File: src/rtl/gsw_pkg.sv
// Package: register map, field positions and reset values of the status bank.
// Assumes a single clock domain and register access by the frame engine.
package gsw_pkg;
  // ==========================================================================
  // Register addresses
  localparam logic [6:0] GSW_ADDR_GLOBAL_STATUS = 7'h01;
  localparam logic [6:0] GSW_ADDR_WRITE_COUNT = 7'h02;
  // ==========================================================================
  // Status field positions
  localparam int GSW_BIT_RESET = 0;
  localparam int GSW_BIT_DRV_FAULT = 1;
  localparam int GSW_BIT_SUPPLY_LOW = 2;
  localparam int GSW_STATUS_W = 3;
  // ==========================================================================
  // Reset values and counter step
  localparam logic [2:0] GSW_STATUS_RST = 3'h1;
  localparam logic [7:0] GSW_COUNT_RST = 8'h00;
  localparam logic [7:0] GSW_COUNT_STEP = 8'h01;
endpackage : gsw_pkg

File: src/rtl/gsw_status_bank.sv
// Global status flags and write transfer counter of the register bank.
// Assumes the frame engine presents one-cycle access strobes after checksum and
// address checks, synchronous to clk_i.
// Function
// RL1 - A fault flag clear is ignored while any fault condition is still active.
// RL2 - Status bit 2 shows the comparator, one while the supply is below 3.5V.
// RL3 - The supply low bit is not latched and needs no clear.
// RL4 - The 8-bit counter at address 0x02 counts each successful write access.
// RL5 - Read accesses leave the counter unchanged.
// RL6 - The counter wraps from 255 to 0.
// RL7 - Latched flags clear on a written one and keep their value on a zero.
// RL8 - The fault flag sets when the power stage shuts down on fault.
// RL9 - Bit 0 is set after reset and shows a reset since the last status access; a status write with bit 0 zero leaves it set.
// RL10 - The counter resets to zero and rejected writes do not count.
module gsw_status_bank
  import gsw_pkg::*;
(
  input wire logic clk_i,
  input wire logic sys_rst_i,
  input wire logic wr_ok_i,
  input wire logic wr_reject_i,
  input wire logic rd_ok_i,
  input wire logic [6:0] addr_i,
  input wire logic [7:0] wdata_i,
  input wire logic overtemp_shutdown_i,
  input wire logic short_shutdown_i,
  input wire logic supply_low_indicator_i,
  output logic [7:0] rdata_o,
  output logic drv_fault_o
);
  // ==========================================================================
  // Access decode
  logic status_wr;
  logic status_rd;
  logic fault_active;
  logic reset_flag;
  logic fault_flag;
  logic rst_flag_clr;
  logic count_step;
  logic [GSW_STATUS_W-1:0] flags;
  logic [7:0] write_transfer_count;
  assign status_wr = wr_ok_i && (addr_i == GSW_ADDR_GLOBAL_STATUS);
  assign status_rd = rd_ok_i && (addr_i == GSW_ADDR_GLOBAL_STATUS);
  assign fault_active = overtemp_shutdown_i | short_shutdown_i;
  assign rst_flag_clr = status_rd || (status_wr && wdata_i[GSW_BIT_RESET]);
  assign count_step = wr_ok_i && !wr_reject_i;
  // ==========================================================================
  // Reset flag
  always_ff @(posedge clk_i or posedge sys_rst_i)
  begin
    if (sys_rst_i)
    begin
      reset_flag <= GSW_STATUS_RST[GSW_BIT_RESET]; // RL9
    end
    else if (rst_flag_clr)
    begin
      reset_flag <= 1'b0; // RL7 RL9
    end
  end
  // ==========================================================================
  // Driver fault flag
  always_ff @(posedge clk_i or posedge sys_rst_i)
  begin
    if (sys_rst_i)
    begin
      fault_flag <= GSW_STATUS_RST[GSW_BIT_DRV_FAULT];
    end
    else if (fault_active)
    begin
      fault_flag <= 1'b1; // RL8 RL1
    end
    else if (status_wr && wdata_i[GSW_BIT_DRV_FAULT])
    begin
      fault_flag <= 1'b0; // RL7
    end
  end
  // ==========================================================================
  // Status word, supply low bit live
  always_comb
  begin
    flags = '0;
    flags[GSW_BIT_RESET] = reset_flag; // RL9
    flags[GSW_BIT_DRV_FAULT] = fault_flag; // RL8
    flags[GSW_BIT_SUPPLY_LOW] = supply_low_indicator_i; // RL2 RL3
  end
  // ==========================================================================
  // Write transfer counter
  always_ff @(posedge clk_i or posedge sys_rst_i)
  begin
    if (sys_rst_i)
    begin
      write_transfer_count <= GSW_COUNT_RST; // RL10
    end
    else if (count_step)
    begin
      write_transfer_count <= write_transfer_count + GSW_COUNT_STEP; // RL4 RL6 RL5
    end
  end
  // ==========================================================================
  // Read data
  always_ff @(posedge clk_i or posedge sys_rst_i)
  begin
    if (sys_rst_i)
    begin
      rdata_o <= 8'h00;
    end
    else if (rd_ok_i)
    begin
      case (addr_i)
        GSW_ADDR_GLOBAL_STATUS: rdata_o <= {5'h00, flags};
        GSW_ADDR_WRITE_COUNT: rdata_o <= write_transfer_count;
        default: rdata_o <= 8'h00;
      endcase
    end
  end
  assign drv_fault_o = fault_flag;
  // ==========================================================================
  // Flag assertions
  property p_fault_hold;
    @(posedge clk_i) disable iff (sys_rst_i)
      fault_active |=> drv_fault_o;
  endproperty
  a_fault_hold: assert property (p_fault_hold) else $error("fault flag cleared while fault active"); // RL1
  property p_clr_blocked;
    @(posedge clk_i) disable iff (sys_rst_i)
      (status_wr && wdata_i[GSW_BIT_DRV_FAULT] && fault_active) |=> drv_fault_o;
  endproperty
  a_clr_blocked: assert property (p_clr_blocked) else $error("fault flag clear not refused"); // RL1
  property p_fault_clear;
    @(posedge clk_i) disable iff (sys_rst_i)
      (status_wr && wdata_i[GSW_BIT_DRV_FAULT] && !fault_active) |=> !drv_fault_o;
  endproperty
  a_fault_clear: assert property (p_fault_clear) else $error("fault flag not cleared"); // RL7
  property p_fault_keep;
    @(posedge clk_i) disable iff (sys_rst_i)
      (drv_fault_o && !(status_wr && wdata_i[GSW_BIT_DRV_FAULT])) |=> drv_fault_o;
  endproperty
  a_fault_keep: assert property (p_fault_keep) else $error("fault flag lost without clear"); // RL7
  property p_fault_set;
    @(posedge clk_i) disable iff (sys_rst_i)
      $rose(fault_active) |=> drv_fault_o;
  endproperty
  a_fault_set: assert property (p_fault_set) else $error("fault flag not set"); // RL8
  property p_rst_flag;
    @(posedge clk_i) disable iff (sys_rst_i)
      (reset_flag && !status_rd && !(status_wr && wdata_i[GSW_BIT_RESET])) |=> reset_flag;
  endproperty
  a_rst_flag: assert property (p_rst_flag) else $error("reset flag lost"); // RL9
  property p_rst_clear;
    @(posedge clk_i) disable iff (sys_rst_i)
      (status_rd || (status_wr && wdata_i[GSW_BIT_RESET])) |=> !reset_flag;
  endproperty
  a_rst_clear: assert property (p_rst_clear) else $error("reset flag not cleared"); // RL7
  property p_rst_sticky;
    @(posedge clk_i) disable iff (sys_rst_i)
      !reset_flag |=> !reset_flag;
  endproperty
  a_rst_sticky: assert property (p_rst_sticky) else $error("reset flag set without reset"); // RL9
  // ==========================================================================
  // Counter assertions
  property p_count_inc;
    @(posedge clk_i) disable iff (sys_rst_i)
      (wr_ok_i && !wr_reject_i) |=> write_transfer_count == 8'($past(write_transfer_count) + 8'h01);
  endproperty
  a_count_inc: assert property (p_count_inc) else $error("counter did not advance"); // RL4
  property p_count_rd;
    @(posedge clk_i) disable iff (sys_rst_i)
      (rd_ok_i && !wr_ok_i) |=> $stable(write_transfer_count);
  endproperty
  a_count_rd: assert property (p_count_rd) else $error("read changed counter"); // RL5
  property p_count_wrap;
    @(posedge clk_i) disable iff (sys_rst_i)
      (wr_ok_i && !wr_reject_i && write_transfer_count == 8'hFF) |=> write_transfer_count == 8'h00;
  endproperty
  a_count_wrap: assert property (p_count_wrap) else $error("counter did not wrap"); // RL6
  property p_reject;
    @(posedge clk_i) disable iff (sys_rst_i)
      (!wr_ok_i || wr_reject_i) |=> $stable(write_transfer_count);
  endproperty
  a_reject: assert property (p_reject) else $error("rejected write counted"); // RL10
  // ==========================================================================
  // Read data assertions
  property p_supply_live;
    @(posedge clk_i) disable iff (sys_rst_i)
      (status_rd && supply_low_indicator_i) |=> rdata_o[GSW_BIT_SUPPLY_LOW];
  endproperty
  a_supply_live: assert property (p_supply_live) else $error("supply low bit not shown"); // RL2
  property p_supply_rd;
    @(posedge clk_i) disable iff (sys_rst_i)
      status_rd |=> rdata_o[GSW_BIT_SUPPLY_LOW] == $past(supply_low_indicator_i);
  endproperty
  a_supply_rd: assert property (p_supply_rd) else $error("supply low read wrong"); // RL3
  property p_status_rd;
    @(posedge clk_i) disable iff (sys_rst_i)
      status_rd |=> (rdata_o[GSW_BIT_RESET] == $past(reset_flag))
        && (rdata_o[GSW_BIT_DRV_FAULT] == $past(drv_fault_o));
  endproperty
  a_status_rd: assert property (p_status_rd) else $error("status flags read wrong"); // RL9
  property p_status_pad;
    @(posedge clk_i) disable iff (sys_rst_i)
      status_rd |=> rdata_o[7:GSW_STATUS_W] == '0;
  endproperty
  a_status_pad: assert property (p_status_pad) else $error("status upper bits not zero");
  property p_count_data;
    @(posedge clk_i) disable iff (sys_rst_i)
      (rd_ok_i && addr_i == GSW_ADDR_WRITE_COUNT) |=> rdata_o == $past(write_transfer_count);
  endproperty
  a_count_data: assert property (p_count_data) else $error("counter read wrong"); // RL4
  property p_unmapped;
    @(posedge clk_i) disable iff (sys_rst_i)
      (rd_ok_i && addr_i != GSW_ADDR_GLOBAL_STATUS && addr_i != GSW_ADDR_WRITE_COUNT) |=> rdata_o == 8'h00;
  endproperty
  a_unmapped: assert property (p_unmapped) else $error("unmapped read not zero");
  property p_rdata_hold;
    @(posedge clk_i) disable iff (sys_rst_i)
      !rd_ok_i |=> $stable(rdata_o);
  endproperty
  a_rdata_hold: assert property (p_rdata_hold) else $error("read data changed without read");
  // ==========================================================================
  // Cover points
  c_wrap: cover property (@(posedge clk_i) disable iff (sys_rst_i)
    write_transfer_count == 8'hFF ##1 write_transfer_count == 8'h00);
  c_fault: cover property (@(posedge clk_i) disable iff (sys_rst_i)
    drv_fault_o ##1 !drv_fault_o);
  c_rst_rd: cover property (@(posedge clk_i) disable iff (sys_rst_i)
    status_rd && reset_flag);
  c_reject: cover property (@(posedge clk_i) disable iff (sys_rst_i)
    wr_ok_i && wr_reject_i);
  c_supply: cover property (@(posedge clk_i) disable iff (sys_rst_i)
    status_rd && supply_low_indicator_i);
endmodule // gsw_status_bank

File: config.mk
export PLATFORM = sky130hd
export DESIGN_NAME = gsw_status_bank
export DESIGN_NICKNAME = d
export VERILOG_FILES = /design/src/rtl/gsw_pkg.sv /design/src/rtl/gsw_status_bank.sv
export SDC_FILE = /design/constraint.sdc
export NUM_CORES = 1
export LEC_CHECK = 0
export ABC_AREA = 1
export BUFFER_PORTS_ARGS = -buffer_cell sky130_fd_sc_hd__buf_2
export CORE_MARGIN = 3
export CORE_UTILIZATION = 52
export DETAILED_ROUTE_END_ITERATION = 10
export HOLD_SLACK_MARGIN = 0.08
export PLACE_DENSITY = 0.83
export SYNTH_ARGS = -nofsm -noshare
export SYNTH_HDL_FRONTEND = slang
export SYNTH_SLANG_ARGS = --single-unit
File: constraint.sdc
create_clock -name clk_i -period 1.5 [get_ports clk_i]
set_input_delay 0.225 -clock clk_i [delete_from_list [all_inputs] [get_ports clk_i]]
set_output_delay 0.225 -clock clk_i [all_outputs]
set_load 0.02 [all_outputs]
Word level (Yosys, flattened, before mapping)
Index checks and enable logic that the tools add are counted.
{ "word_totals": {"register_bits": 18, "inputBits": 23, "output_inout_bits": 9, "wordCells": 19} }
{ "op_classes": {"addsub": 1, "n_eq_ne": 2, "n_mux": 3, "bitwise": 1, "reduce_logical": 8} }
{ "ops": {"columns": ["op", "count"], "rows": [
  ["case mux 8 bit (2 select lines)", 1],
  ["adder 8 x 1 -> 8 bit (second input constant)", 1],
  ["equality test 7 x 1 -> 1 bit (second input constant)", 1],
  ["equality test 7 x 2 -> 1 bit (second input constant)", 1],
  ["logical AND 1 bit", 5],
  ["2-to-1 mux 1 bit", 2],
  ["nonzero test 2 bit", 1],
  ["zero test 1 bit", 1],
  ["logical OR 1 bit", 1],
  ["OR 1 bit", 1]
]} }

Logic depth before layout (Yosys ltp)
Gate-level depths: netlist (run 1).
{ "logic_depth": {"ltp_word": 5, "depth_mapped": 8, "ltp_nobuf": 8} }

Worst setup path after synthesis (run 1)
No wires, ideal clock.
{ "synth_path": {"path_type": "register -> register", "startpoint": "register write_transfer_count[0]", "endpoint": "register write_transfer_count[6]", "setup_time_ns": 0.113, "arrival_time_ns": 0.866, "required_time_ns": 1.387, "setup_slack_ns": 0.521, "path_stages_with_launch": 8, "path_buffers": 0, "synth_period_minus_slack_ns": 0.979, "cell_sequence": "dfrtp_1 > ha_1 > nand2_2 > nor2_4 > nand2_1 > nand2_1 > nand2_1 > inv_1"} }
{ "synth_between": {"elab_chain_cells": 1} }
{ "synth_rtl": {"columns": ["element", "line_no", "source"], "rows": [
  ["start: declaration", "gsw_status_bank.sv:41", "logic [7:0] write_transfer_count;"],
  ["start signal: assignment", "gsw_status_bank.sv:96", "write_transfer_count <= write_transfer_count + GSW_COUNT_STEP;"],
  ["adder 8 x 1 -> 8 bit", "gsw_status_bank.sv:96", null]
]} }
Every way passes these cells.
A chain may end at the register's enable or synchronous reset.

Final worst setup path (run 1)
{ "layout_path": {"startpoint": "register fault_flag (netlist: drv_fault_o)", "endpoint": "output drv_fault_o"} }
{ "layout_rtl": {"columns": ["element", "line_no", "source"], "rows": [
  ["start: declaration", "gsw_status_bank.sv:37", "logic fault_flag;"],
  ["start signal: assignment", "gsw_status_bank.sv:66", "fault_flag <= GSW_STATUS_RST[GSW_BIT_DRV_FAULT];"],
  ["end: declaration", "gsw_status_bank.sv:29", "output logic drv_fault_o"]
]} }
No word-level cell between the ends.

==> summary.md, run 1 <==
| Metric | Value |
|---|---|
| Status | finished, final reports clean |
| Tot Pwr | 1.17 mW |
| Worst reg2reg endpoint | write_transfer_count[5] |
| R2R depth | 5 |
| RSZ-0062 raised after global routing | no |
| Commonest cells after routing, fill and taps aside | 45 x nand2_1, 25 x buf_2, 17 x dfrtp_1 |
| DR DRC count | 0 |
| Max-slew violations | 0 |
| Synthesized Nets | 142 |
| Maximum clock rate | between 0.9 and 1 GHz |
| Post-Syn Area per Cell | 7.83 um2 |
| Final setup fails | 0 |
| Initial antenna violation count | 0 |
| HPWL after DPL | between 1000 and 1500 um |
| Startpoint types | flop |
| Worst relative slew slack | 0.851 |
| Fin nets | 173 |
| Vias | between 800 and 900 |
| Slowest Stage Delay on Critical Path | 0.41 ns |
| Proportion of layout cells with a drive suffix above 1 | 0.257 |
| Vert. Die Dim | about 48 um |
| Die area | 0.00232 mm2 |
| Fillers | ~130 |
| Sequential area share after synthesis | 0.489 |
| Critical-path cell with the highest stage delay | dfrtp_1 |
| Critical R2R Launch | write_transfer_count[2] |
| First-pass GRT wire length | 2900 um |
| Multi-input gate area | 407 um2 |
| CTS tree | yes |
| IO Port Bufs | 25 |
| Total GRT Usage | 0.183 |
| Max clock buf depth | 2 |
| Skew-Pair Late Insertion Delay | 0.29 ns |
| Drt via density | about 4.7 |
| Synth Cell Area | approximately 920 um2 |
| CP endpoint kind | output pin |
| Drt first-iter violations | 4 |
| Fin crit period | between 1 and 1.5 ns |
| WHS | 0.123 ns |
| Final ANT Viol Nets | 0 |
| Width of the die | 48.1 um |
| Worst Min Path Start | short_shutdown_i |
| Worst Hold End | drv_fault_o |
| Total CTS buffers | 3 |
| Arrival time worst endpoint | 0.86 ns |
| #FFs+latches synth | 18 |
| Post-cts sizing count | 0 |
| Worst min-delay path category | in -> reg |
| Crit path buffers/inverters | 1 |
| Slew @ Worst Pin | 0.222 ns |
| Cells after Synth | 118 |
| Crit path kind | reg -> out |
| Clock slew at reported path FFs | 0.10 ns |
| I/O pin count | 32 |
| Layout Skew | ~0.0042 ns |
| Vias in the first global route | 730 |
| Worst-path fanout max | 3 |
| Leakage | 0.627 nW |
| Setup TNS | 0 ns |
| # Max-Cap Violations | 0 |
| Final WL | 1800 um |
| Cell Pwr Density | 1040 mW/mm2 |
| Crit path max-delay family | flip-flops |
| CTS sink cnt | 18 |
| DRT Pass-1 Iters | 5 |
| Crit. path cell count | 1 |
| Worst VDD drop | 0.707 mV |
| Hold Vio Cnt, Final | 0 |
| Commonest non-fill, non-tap cell in the layout | nand2_1 |
| R2r setup slk | 0.42 ns |
| Crit share post-route | 0.726 |
| Grt ovf | 0 |
| Largest net degree at the start of global routing | 19 |
| FF/Latch Area | 452 um2 |
| WL per Instance | 10.5 um |
| CP Data Required Time | 1.27 ns |
| Core area | between 0.0015 and 0.002 mm2 |
| Root Buffer | clkbuf_4 |
| Synth unique cells | 19 |
| Synth Warn # | 0 |
| Initial Util | 0.579 |
| GP Congestion | 0.769 |
| H-tree depth | 1 |
| Number of diodes | 0 |
| Cell breakdown of the critical path | buf_2 |
| Hold Crit Depth | 3 |
| Rows | 14 |
| Layout overhead on the synthesized area | 22.1% |
==> kinds of logic after synthesis <==
| group | after synthesis | synth area share |
|---|---|---|
| xor+xnor | 4 | 0.0379 |
| compound gates | 5 | 0.0271 |
| flops | 18 | 0.489 |
| simple gates | 73 | 0.362 |
| fa+ha+maj | 1 | 0.0135 |
| buf+inv | 17 | 0.0704 |
==> report_power, final <==
group | internal (mW) | switching [mW] | total, mW
clock | 0.148 | 0.142 | 0.289
combinational | 0.0985 | 0.134 | 0.233
sequential | 0.557 | 0.0952 | 0.652
==> synth_stat cells <==
master     n  share of area
buf_2      1         0.0054
o21ai_0    5          0.027
xor2_1     3          0.028
nand2_1   45           0.18
ha_1       1          0.014
inv_1     15          0.061
nand3b_1   1         0.0081
xnor2_1    1         0.0095
nor2_4     2          0.024
nor3_2     1          0.011
dfrtp_1   17           0.46
nand3_1   12          0.065
nand2_2    1         0.0068
dfstp_2    1          0.028
inv_2      1         0.0041
nand4_1    1         0.0068
nor3_4     1          0.018
nor2_1     8          0.033
nor2_2     1         0.0068
==> worst register-to-register path, delay by kind of cell (launching register included) <==
family / cells / cell delay (ns)
DFF: 1 / 0.42
and+or+nand+nor: 5 / 0.55
==> registers in the layout, indices dropped and copies added, names as in the netlist <==
name                  flops
write_transfer_count      8
drv_fault_o               1
rdata_o                   8
reset_flag                1
==> metrics by stage <==
stage               instance area, um2  worst slack, ns   util  cells
finish                            1130            0.412  0.707    172
global placement                  1080            0.465  0.678    167
CTS                               1130            0.399  0.707    172
global route                      1130            0.287  0.707    172
detailed placement                1080            0.416  0.678    167
floorplan                          923            0.521      -    118
==> layer usage <==
layer,GRT usage,vias up,wire length (um)
met5,0,-,0
met4,0.0968,0,25
met3,0.0517,4,88
met2,0.284,18,905
met1,0.230,369,784
li1,-,424,-
==> worst max path at each step <==
stage | slack, ns | startpoint | end
2_1_floorplan | 0.52 | write_transfer_count[0] | write_transfer_count[6]
3_3_place_gp | 0.46 | write_transfer_count[2] | write_transfer_count[5]
3_5_place_dp | 0.42 | addr_i[0] | rdata_o[7]
4_1_cts | 0.40 | drv_fault_o | drv_fault_o
5_1_grt | 0.29 | write_transfer_count[2] | write_transfer_count[5]
6_report | 0.41 | drv_fault_o | drv_fault_o
==> final cells by class <==
type | count | share of cell area
Inverter | 16 | 0.0533
Clock buffer | 4 | 0.0322
Sequential cell | 18 | 0.401
Tap cell | 24 | 0.0266
Multi-Input combinational cell | 83 | 0.361
Timing Repair Buffer | 27 | 0.127
==> repair_timing <==
action | in CTS | in global routing
setup endpoints to repair | 0 | 0
setup buffers | 0 | 0
hold buffers | 1 | 0
hold endpoints to repair | 17 | 0
No activity file was read; power rests on OpenSTA's default activity.
==> inputs of run 2 (changes only) <==
Settings changed: CORE_UTILIZATION 52 to 43, PLACE_DENSITY 0.83 to 0.73.
Clock period 1.5 ns to 1 ns, I/O delays scaled along.
==> summary.md, run 2 (synthesized netlist as in run 1, its figures left out) <==
| Metric | Value |
|---|---|
| I/O pin count | 32 (unchanged) |
| Worst min-delay path category | in -> reg (unchanged) |
| Proportion of layout cells with a drive suffix above 1 | 0.361 (was 0.257) |
| Max-slew violations | 0 (unchanged) |
| Vias in the first global route | 863 (was 730) |
| H-tree depth | 1 (unchanged) |
| HPWL after DPL | 1570 um (was 1470 um) |
| Startpoint types | flop (unchanged) |
| Grt ovf | 0 (unchanged) |
| Vias | 907 (was 815) |
| Largest net degree at the start of global routing | 14 (was 19) |
| Hold Vio Cnt, Final | 0 (unchanged) |
| Worst VDD drop | 0.937 mV (was 0.707 mV) |
| Layout overhead on the synthesized area | 49.1% (was 22.1%) |
| RSZ-0062 raised after global routing | yes (was no) |
| Arrival time worst endpoint | 1.37 ns (was 0.86 ns) |
| Cell breakdown of the critical path | ha_2 -> nand2_2 -> buf_4 -> xnor2_1 (was buf_2) |
| Setup TNS | -0.459 ns (was 0 ns) |
| Leakage | 0.745 nW (was 0.627 nW) |
| Initial Util | 0.461 (was 0.579) |
| Rows | 16 (was 14) |
| Top flop regs | rdata_o (8), write_transfer_count (8) (unchanged) |
| Critical-path cell with the highest stage delay | dfrtp_1 (unchanged) |
| Root Buffer | clkbuf_4 (unchanged) |
| Status | complete, but fails checks (was finished, final reports clean) |
| Final setup fails | 7 (was 0) |
| Final WL | 2160 um (was 1800 um) |
| Width of the die | 52.3 um (was 48.1 um) |
| Crit path max-delay family | flip-flops (unchanged) |
| Number of diodes | 0 (unchanged) |
| Core area | 0.00200 mm2 (was 0.00159 mm2) |
| Max clock buf depth | 2 (unchanged) |
| CTS tree | yes (unchanged) |
| Crit path buffers/inverters | 1 (unchanged) |
| Worst-path fanout max | 4 (was 3) |
| WL per Instance | 11.0 um (was 10.5 um) |
| Dpl ws | -0.0786 ns (was 0.416 ns) |
| Core Util, Final | 0.688 (was 0.707) |
| Vert. Die Dim | 52.3 um (was 48.1 um) |
| Fin nets | 194 (was 173) |
| Cell Pwr Density | 1530 mW/mm2 (was 1040 mW/mm2) |
| Crit share post-route | 1.18 |
| Final WS setup | -0.181 ns (was 0.412 ns) |
| DR DRC count | 0 (unchanged) |
| CTS sink cnt | 18 (unchanged) |
| Maximum clock rate | 0.847 GHz |
| Total CTS buffers | 3 (unchanged) |
| Crit path kind | reg -> reg (was reg -> out) |
| CP endpoint kind | flop (was output pin) |
| DRT Pass-1 Iters | 4 (was 5) |
| Fin crit period | 1.18 ns |
| Drt via density | 4.63 (was 4.74) |
| Drt first-iter violations | 21 (was 4) |
| Commonest cells after routing, fill and taps aside | 43 x nand2_1, 17 x dfrtp_1, 17 x buf_4 (was 45 x nand2_1, 25 x buf_2, 17 x dfrtp_1) |
| Clock slew at reported path FFs | 0.11 ns (was 0.10 ns) |
| First-pass GRT wire length | 3410 um (was 2900 um) |
| Slowest Stage Delay on Critical Path | 0.44 ns (was 0.41 ns) |
| IO Port Bufs | 25 (unchanged) |
| Failing checks | setup timing |
| Final ANT Viol Nets | 0 (unchanged) |
| Total GRT Usage | 0.167 (was 0.183) |
| GP Congestion | 0.785 (was 0.769) |
| Commonest non-fill, non-tap cell in the layout | nand2_1 (unchanged) |
| Slew @ Worst Pin | 0.237 ns (was 0.222 ns) |
| Worst relative slew slack | 0.841 (was 0.851) |
| Initial antenna violation count | 0 (unchanged) |
| Skew-Pair Late Insertion Delay | 0.29 ns (about the same) |
| # Max-Cap Violations | 0 (unchanged) |
| Layout Skew | 0.00367 ns (was 0.00421 ns) |
| Die area | 0.00274 mm2 (was 0.00232 mm2) |
| CP Data Required Time | 1.19 ns (was 1.27 ns) |
==> run 2: cell types whose count changed in the layout (fill, tap and decap cells not counted), moves of 2 or more <==
cell           before  now
buf_6               0   11
buf_4               1   17
buf_2              25   16
dlygate4sd3_1       1    4
nand2_1            45   43
nand2_2             1    3
==> run 2: worst paths after layout <==
path	end	depth (start not counted)	start	slack (ns)
setup reg to reg	write_transfer_count[2]	4	write_transfer_count[1]	-0.18
setup / recovery	write_transfer_count[2]	4	write_transfer_count[1]	-0.18
min in group asynchronous	rdata_o[2]	3	sys_rst_i	0.31
max in group asynchronous	write_transfer_count[1]	4	sys_rst_i	0.25
hold reg to reg	reset_flag	2	reset_flag	0.46
hold / removal	rdata_o[2]	3	supply_low_indicator_i	0.12
==> run 2: what timing repair did <==
action                     in CTS  in global routing
pin swaps                       4                  2
buffers inserted                2                  7
gates resized for setup         4                 22
hold endpoints to repair       20                  0
hold buffers                    4                  0
setup endpoints to repair       9                 15
==> run 2: cell type report <==
type,instances,area (um2)
Clock buffer,4,36.3
Fill cell,157,626
Multi-Input combinational cell,83,423
Timing Repair Buffer,48,372
Inverter,16,60.1
Sequential cell,18,452
Tap cell,27,33.8
==> run 2: routing by layer <==
| metal | vias to the layer above | track usage | routed length [um] |
|---|---|---|---|
| met5 | - | 0 | 0 |
| met4 | 0 | 0.0638 | 31 |
| met3 | 4 | 0.0256 | 98 |
| met2 | 18 | 0.298 | 1140 |
| met1 | 420 | 0.198 | 887 |
| li1 | 465 | - | - |
==> run 2: worst reg2reg max path, stage by stage (launching register included) <==
cell,delay (ns)
dfrtp_1,0.44
ha_2,0.21
nand2_2,0.07
buf_4,0.15
xnor2_1,0.22
==> run 2: through the flow <==
step | hold slack, ns | instances | cell area, um2 | power [mW]
CTS | 0.0985 | 189 | 1260 | 2.00
finish | 0.117 | 196 | 1380 | 2.11
global route | 0.111 | 196 | 1380 | 2.23
floorplan | 0.0878 | 118 | 923 | 1.22
global placement | 0.0634 | 179 | 1150 | 1.48
detailed placement | 0.0741 | 179 | 1150 | 1.52
==> run 2: power by group <==
group	total, mW	leakage, nW	internal, mW	switching [mW]
combinational	0.707	0.495	0.356	0.351
sequential	0.957	0.228	0.835	0.121
clock	0.448	0.0210	0.222	0.226
==> inputs of run 3 (changes only) <==
==> constraint.sdc (replaced) <==
create_clock -name clk_i -period 1 [get_ports clk_i]
set_input_delay 0.1 -clock clk_i [delete_from_list [all_inputs] [get_ports clk_i]]
set_output_delay 0.1 -clock clk_i [all_outputs]
set_load 0.02 [all_outputs]
==> summary.md, run 3 (synthesized netlist as in run 1, its figures left out) <==
| Metric | Value |
|---|---|
| Critical-path cell with the highest stage delay | dfrtp_1 (unchanged) |
| DR DRC count | 0 (unchanged) |
| Worst reg2reg endpoint | write_transfer_count[6] (was write_transfer_count[2]) |
| Number of diodes | 0 (unchanged) |
| Crit path kind | reg -> reg (unchanged) |
| Vias | 870 (was 907) |
| Commonest cells after routing, fill and taps aside | 45 x nand2_1, 24 x buf_2, 17 x dfrtp_1 (was 43 x nand2_1, 17 x dfrtp_1, 17 x buf_4) |
| I/O pin count | 32 (unchanged) |
| DRT Pass-1 Iters | 4 (unchanged) |
| Proportion of layout cells with a drive suffix above 1 | 0.307 (was 0.361) |
| GP Congestion | 0.782 (was 0.785) |
| WL per Instance | 10.5 um (was 11.0 um) |
| Final WS setup | -0.101 ns (was -0.181 ns) |
| P_sw | 0.643 mW (was 0.699 mW) |
| Rows | 16 (unchanged) |
| Worst-path fanout max | 3 (was 4) |
| R2r setup slk | -0.10 ns (was -0.18 ns) |
| Final ANT Viol Nets | 0 (unchanged) |
| Max-slew violations | 0 (unchanged) |
| Grt ovf | 0 (unchanged) |
| Slew @ Worst Pin | 0.250 ns (was 0.237 ns) |
| # Max-Cap Violations | 0 (unchanged) |
| Vert. Die Dim | 52.3 um (unchanged) |
| CP Data Required Time | 1.24 ns (was 1.19 ns) |
| Clock group share of total power | 0.227 (was 0.212) |
| Drt first-iter violations | 15 (was 21) |
| Width of the die | 52.3 um (unchanged) |
| H-tree depth | 1 (unchanged) |
| Sequential fraction of design power | 0.470 (was 0.453) |
| Largest net degree at the start of global routing | 14 (unchanged) |
| Crit path max-delay family | flip-flops (unchanged) |
| Worst Hold End | drv_fault_o (was rdata_o[2]) |
| Failing checks | setup timing (unchanged) |
| Final instance area | 0.00128 mm2 (was 0.00138 mm2) |
| Drt via density | 4.58 (was 4.63) |
| Max clock buf depth | 2 (unchanged) |
| Sw frac | 0.323 (was 0.331) |
| Slowest Stage Delay on Critical Path | 0.41 ns (was 0.44 ns) |
| Fin nets | 188 (was 194) |
| Cell breakdown of the critical path | ha_2 -> nand2_4 -> nor2_4 -> nand2_1 -> nand2_1 -> nand2_1 -> inv_1 (was ha_2 -> nand2_2 -> buf_4 -> xnor2_1) |
| Top flop regs | rdata_o (8), write_transfer_count (8) (unchanged) |
| Placed Instances | 178 (was 179) |
| Total CTS buffers | 3 (unchanged) |
| Critical R2R Launch | write_transfer_count[0] (was write_transfer_count[1]) |
| R2R depth | 7 (was 4) |
| IO Port Bufs | 25 (unchanged) |
| Startpoint types | flop (unchanged) |
| Worst VDD drop | 0.951 mV (was 0.937 mV) |
| Internal power | 1.35 mW (was 1.41 mW) |
| Final setup fails | 5 (was 7) |
| Layout overhead on the synthesized area | 38.8% (was 49.1%) |
| CTS sink cnt | 18 (unchanged) |
| CP endpoint kind | flop (unchanged) |
| RSZ-0062 raised after global routing | yes (unchanged) |
| First-pass GRT wire length | 3280 um (was 3410 um) |
| Die area | 0.00274 mm2 (unchanged) |
| Core area | 0.00200 mm2 (unchanged) |
| Total GRT Usage | 0.165 (was 0.167) |
| Layout Skew | 0.00780 ns (was 0.00367 ns) |
| Leakage | 0.712 nW (was 0.745 nW) |
| Worst min-delay path category | in -> reg (unchanged) |
| Worst relative slew slack | 0.833 (was 0.841) |
| CP most frequent cell | nand2_1 |
| Clock slew at reported path FFs | 0.11 ns (about the same) |
| Initial Util | 0.461 (unchanged) |
| Initial antenna violation count | 0 (unchanged) |
| Crit share post-route | 1.10 (was 1.18) |
| Status | complete, but fails checks (unchanged) |
| Dpl ws | -0.0604 ns (was -0.0786 ns) |
| Root Buffer | clkbuf_4 (unchanged) |
| Worst Min Path Start | wdata_i[1] (was supply_low_indicator_i) |
| Hold Crit Depth | 4 (was 3) |
| Layout Cells excl Fill | 190 (was 196) |
| Maximum clock rate | 0.908 GHz (was 0.847 GHz) |
| Vias in the first global route | 813 (was 863) |
| Cell Pwr Density | 1550 mW/mm2 (was 1530 mW/mm2) |
| Skew-Pair Late Insertion Delay | 0.30 ns (was 0.29 ns) |
| Comb pwr share | 0.304 (was 0.335) |
| Hold Vio Cnt, Final | 0 (unchanged) |
| CTS tree | yes (unchanged) |
| Final WL | 2000 um (was 2160 um) |
| HPWL after DPL | 1470 um (was 1570 um) |
| Commonest non-fill, non-tap cell in the layout | nand2_1 (unchanged) |
| DP Area | 0.00114 mm2 (was 0.00115 mm2) |
| Arrival time worst endpoint | 1.34 ns (was 1.37 ns) |
| Fin crit period | 1.10 ns (was 1.18 ns) |
| Crit path buffers/inverters | 1 (unchanged) |
==> run 3: how the worst max path moves through the flow <==
stage,startpoint,to,depth (start not counted)
CTS,write_transfer_count[1],write_transfer_count[6],7
floorplan,write_transfer_count[0],write_transfer_count[6],7
finish,write_transfer_count[0],write_transfer_count[6],7
global route,write_transfer_count[0],write_transfer_count[6],7
global placement,write_transfer_count[1],write_transfer_count[5],5
detailed placement,write_transfer_count[0],write_transfer_count[6],7
==> run 3: power by group through the flow <==
stage	Sequential, mW	Combinational [mW]	Clock [mW]
floorplan	0.955	0.269	0
global placement	0.938	0.515	0
detailed placement	0.940	0.531	0
CTS	0.932	0.571	0.469
global route	0.946	0.669	0.501
finish	0.935	0.605	0.451
==> run 3: area by class of cell <==
type | instances | area, um2
clock buffers | 4 | 36.3
fillers | 167 | 721
inverters | 16 | 60.1
multi-input cells | 83 | 423
flip-flops and latches | 18 | 452
well taps | 27 | 33.8
repair buffers | 42 | 277
==> run 3: worst min-delay path: cells and delay by family <==
kind | cells | cell delay [ns]
simple gates | 3 | 0.18
buf+inv | 1 | 0.08
==> run 3: per-stage QoR <==
stage	total power, mW	TNS [ns]	utilization	hold WS, ns
after floorplan	1.22	0	-	0.0378
after detailed placement	1.47	-0.110	0.572	0.0345
after global placement	1.45	-0.0377	0.572	0.0134
final	1.99	-0.279	0.640	0.0983
after global routing	2.12	-0.512	0.640	0.105
after CTS	1.97	-0.123	0.633	0.0823
==> run 3: metal layers <==
layer  GRT usage  routed length (um)  vias up
li1            -                   -      453
met1       0.192                 883      398
met4       0.111                  31        0
met5           0                   0        -
met2       0.273                1000       14
met3      0.0313                  82        5
==> run 3: what timing repair did <==
item | in CTS | in global routing
hold endpoints to repair | 23 | 0
resized for setup | 3 | 4
hold buffers | 7 | 0
pin swaps | 2 | 1
buffers inserted | 1 | 0
gates cloned | 0 | 0
setup endpoints to repair | 6 | 6
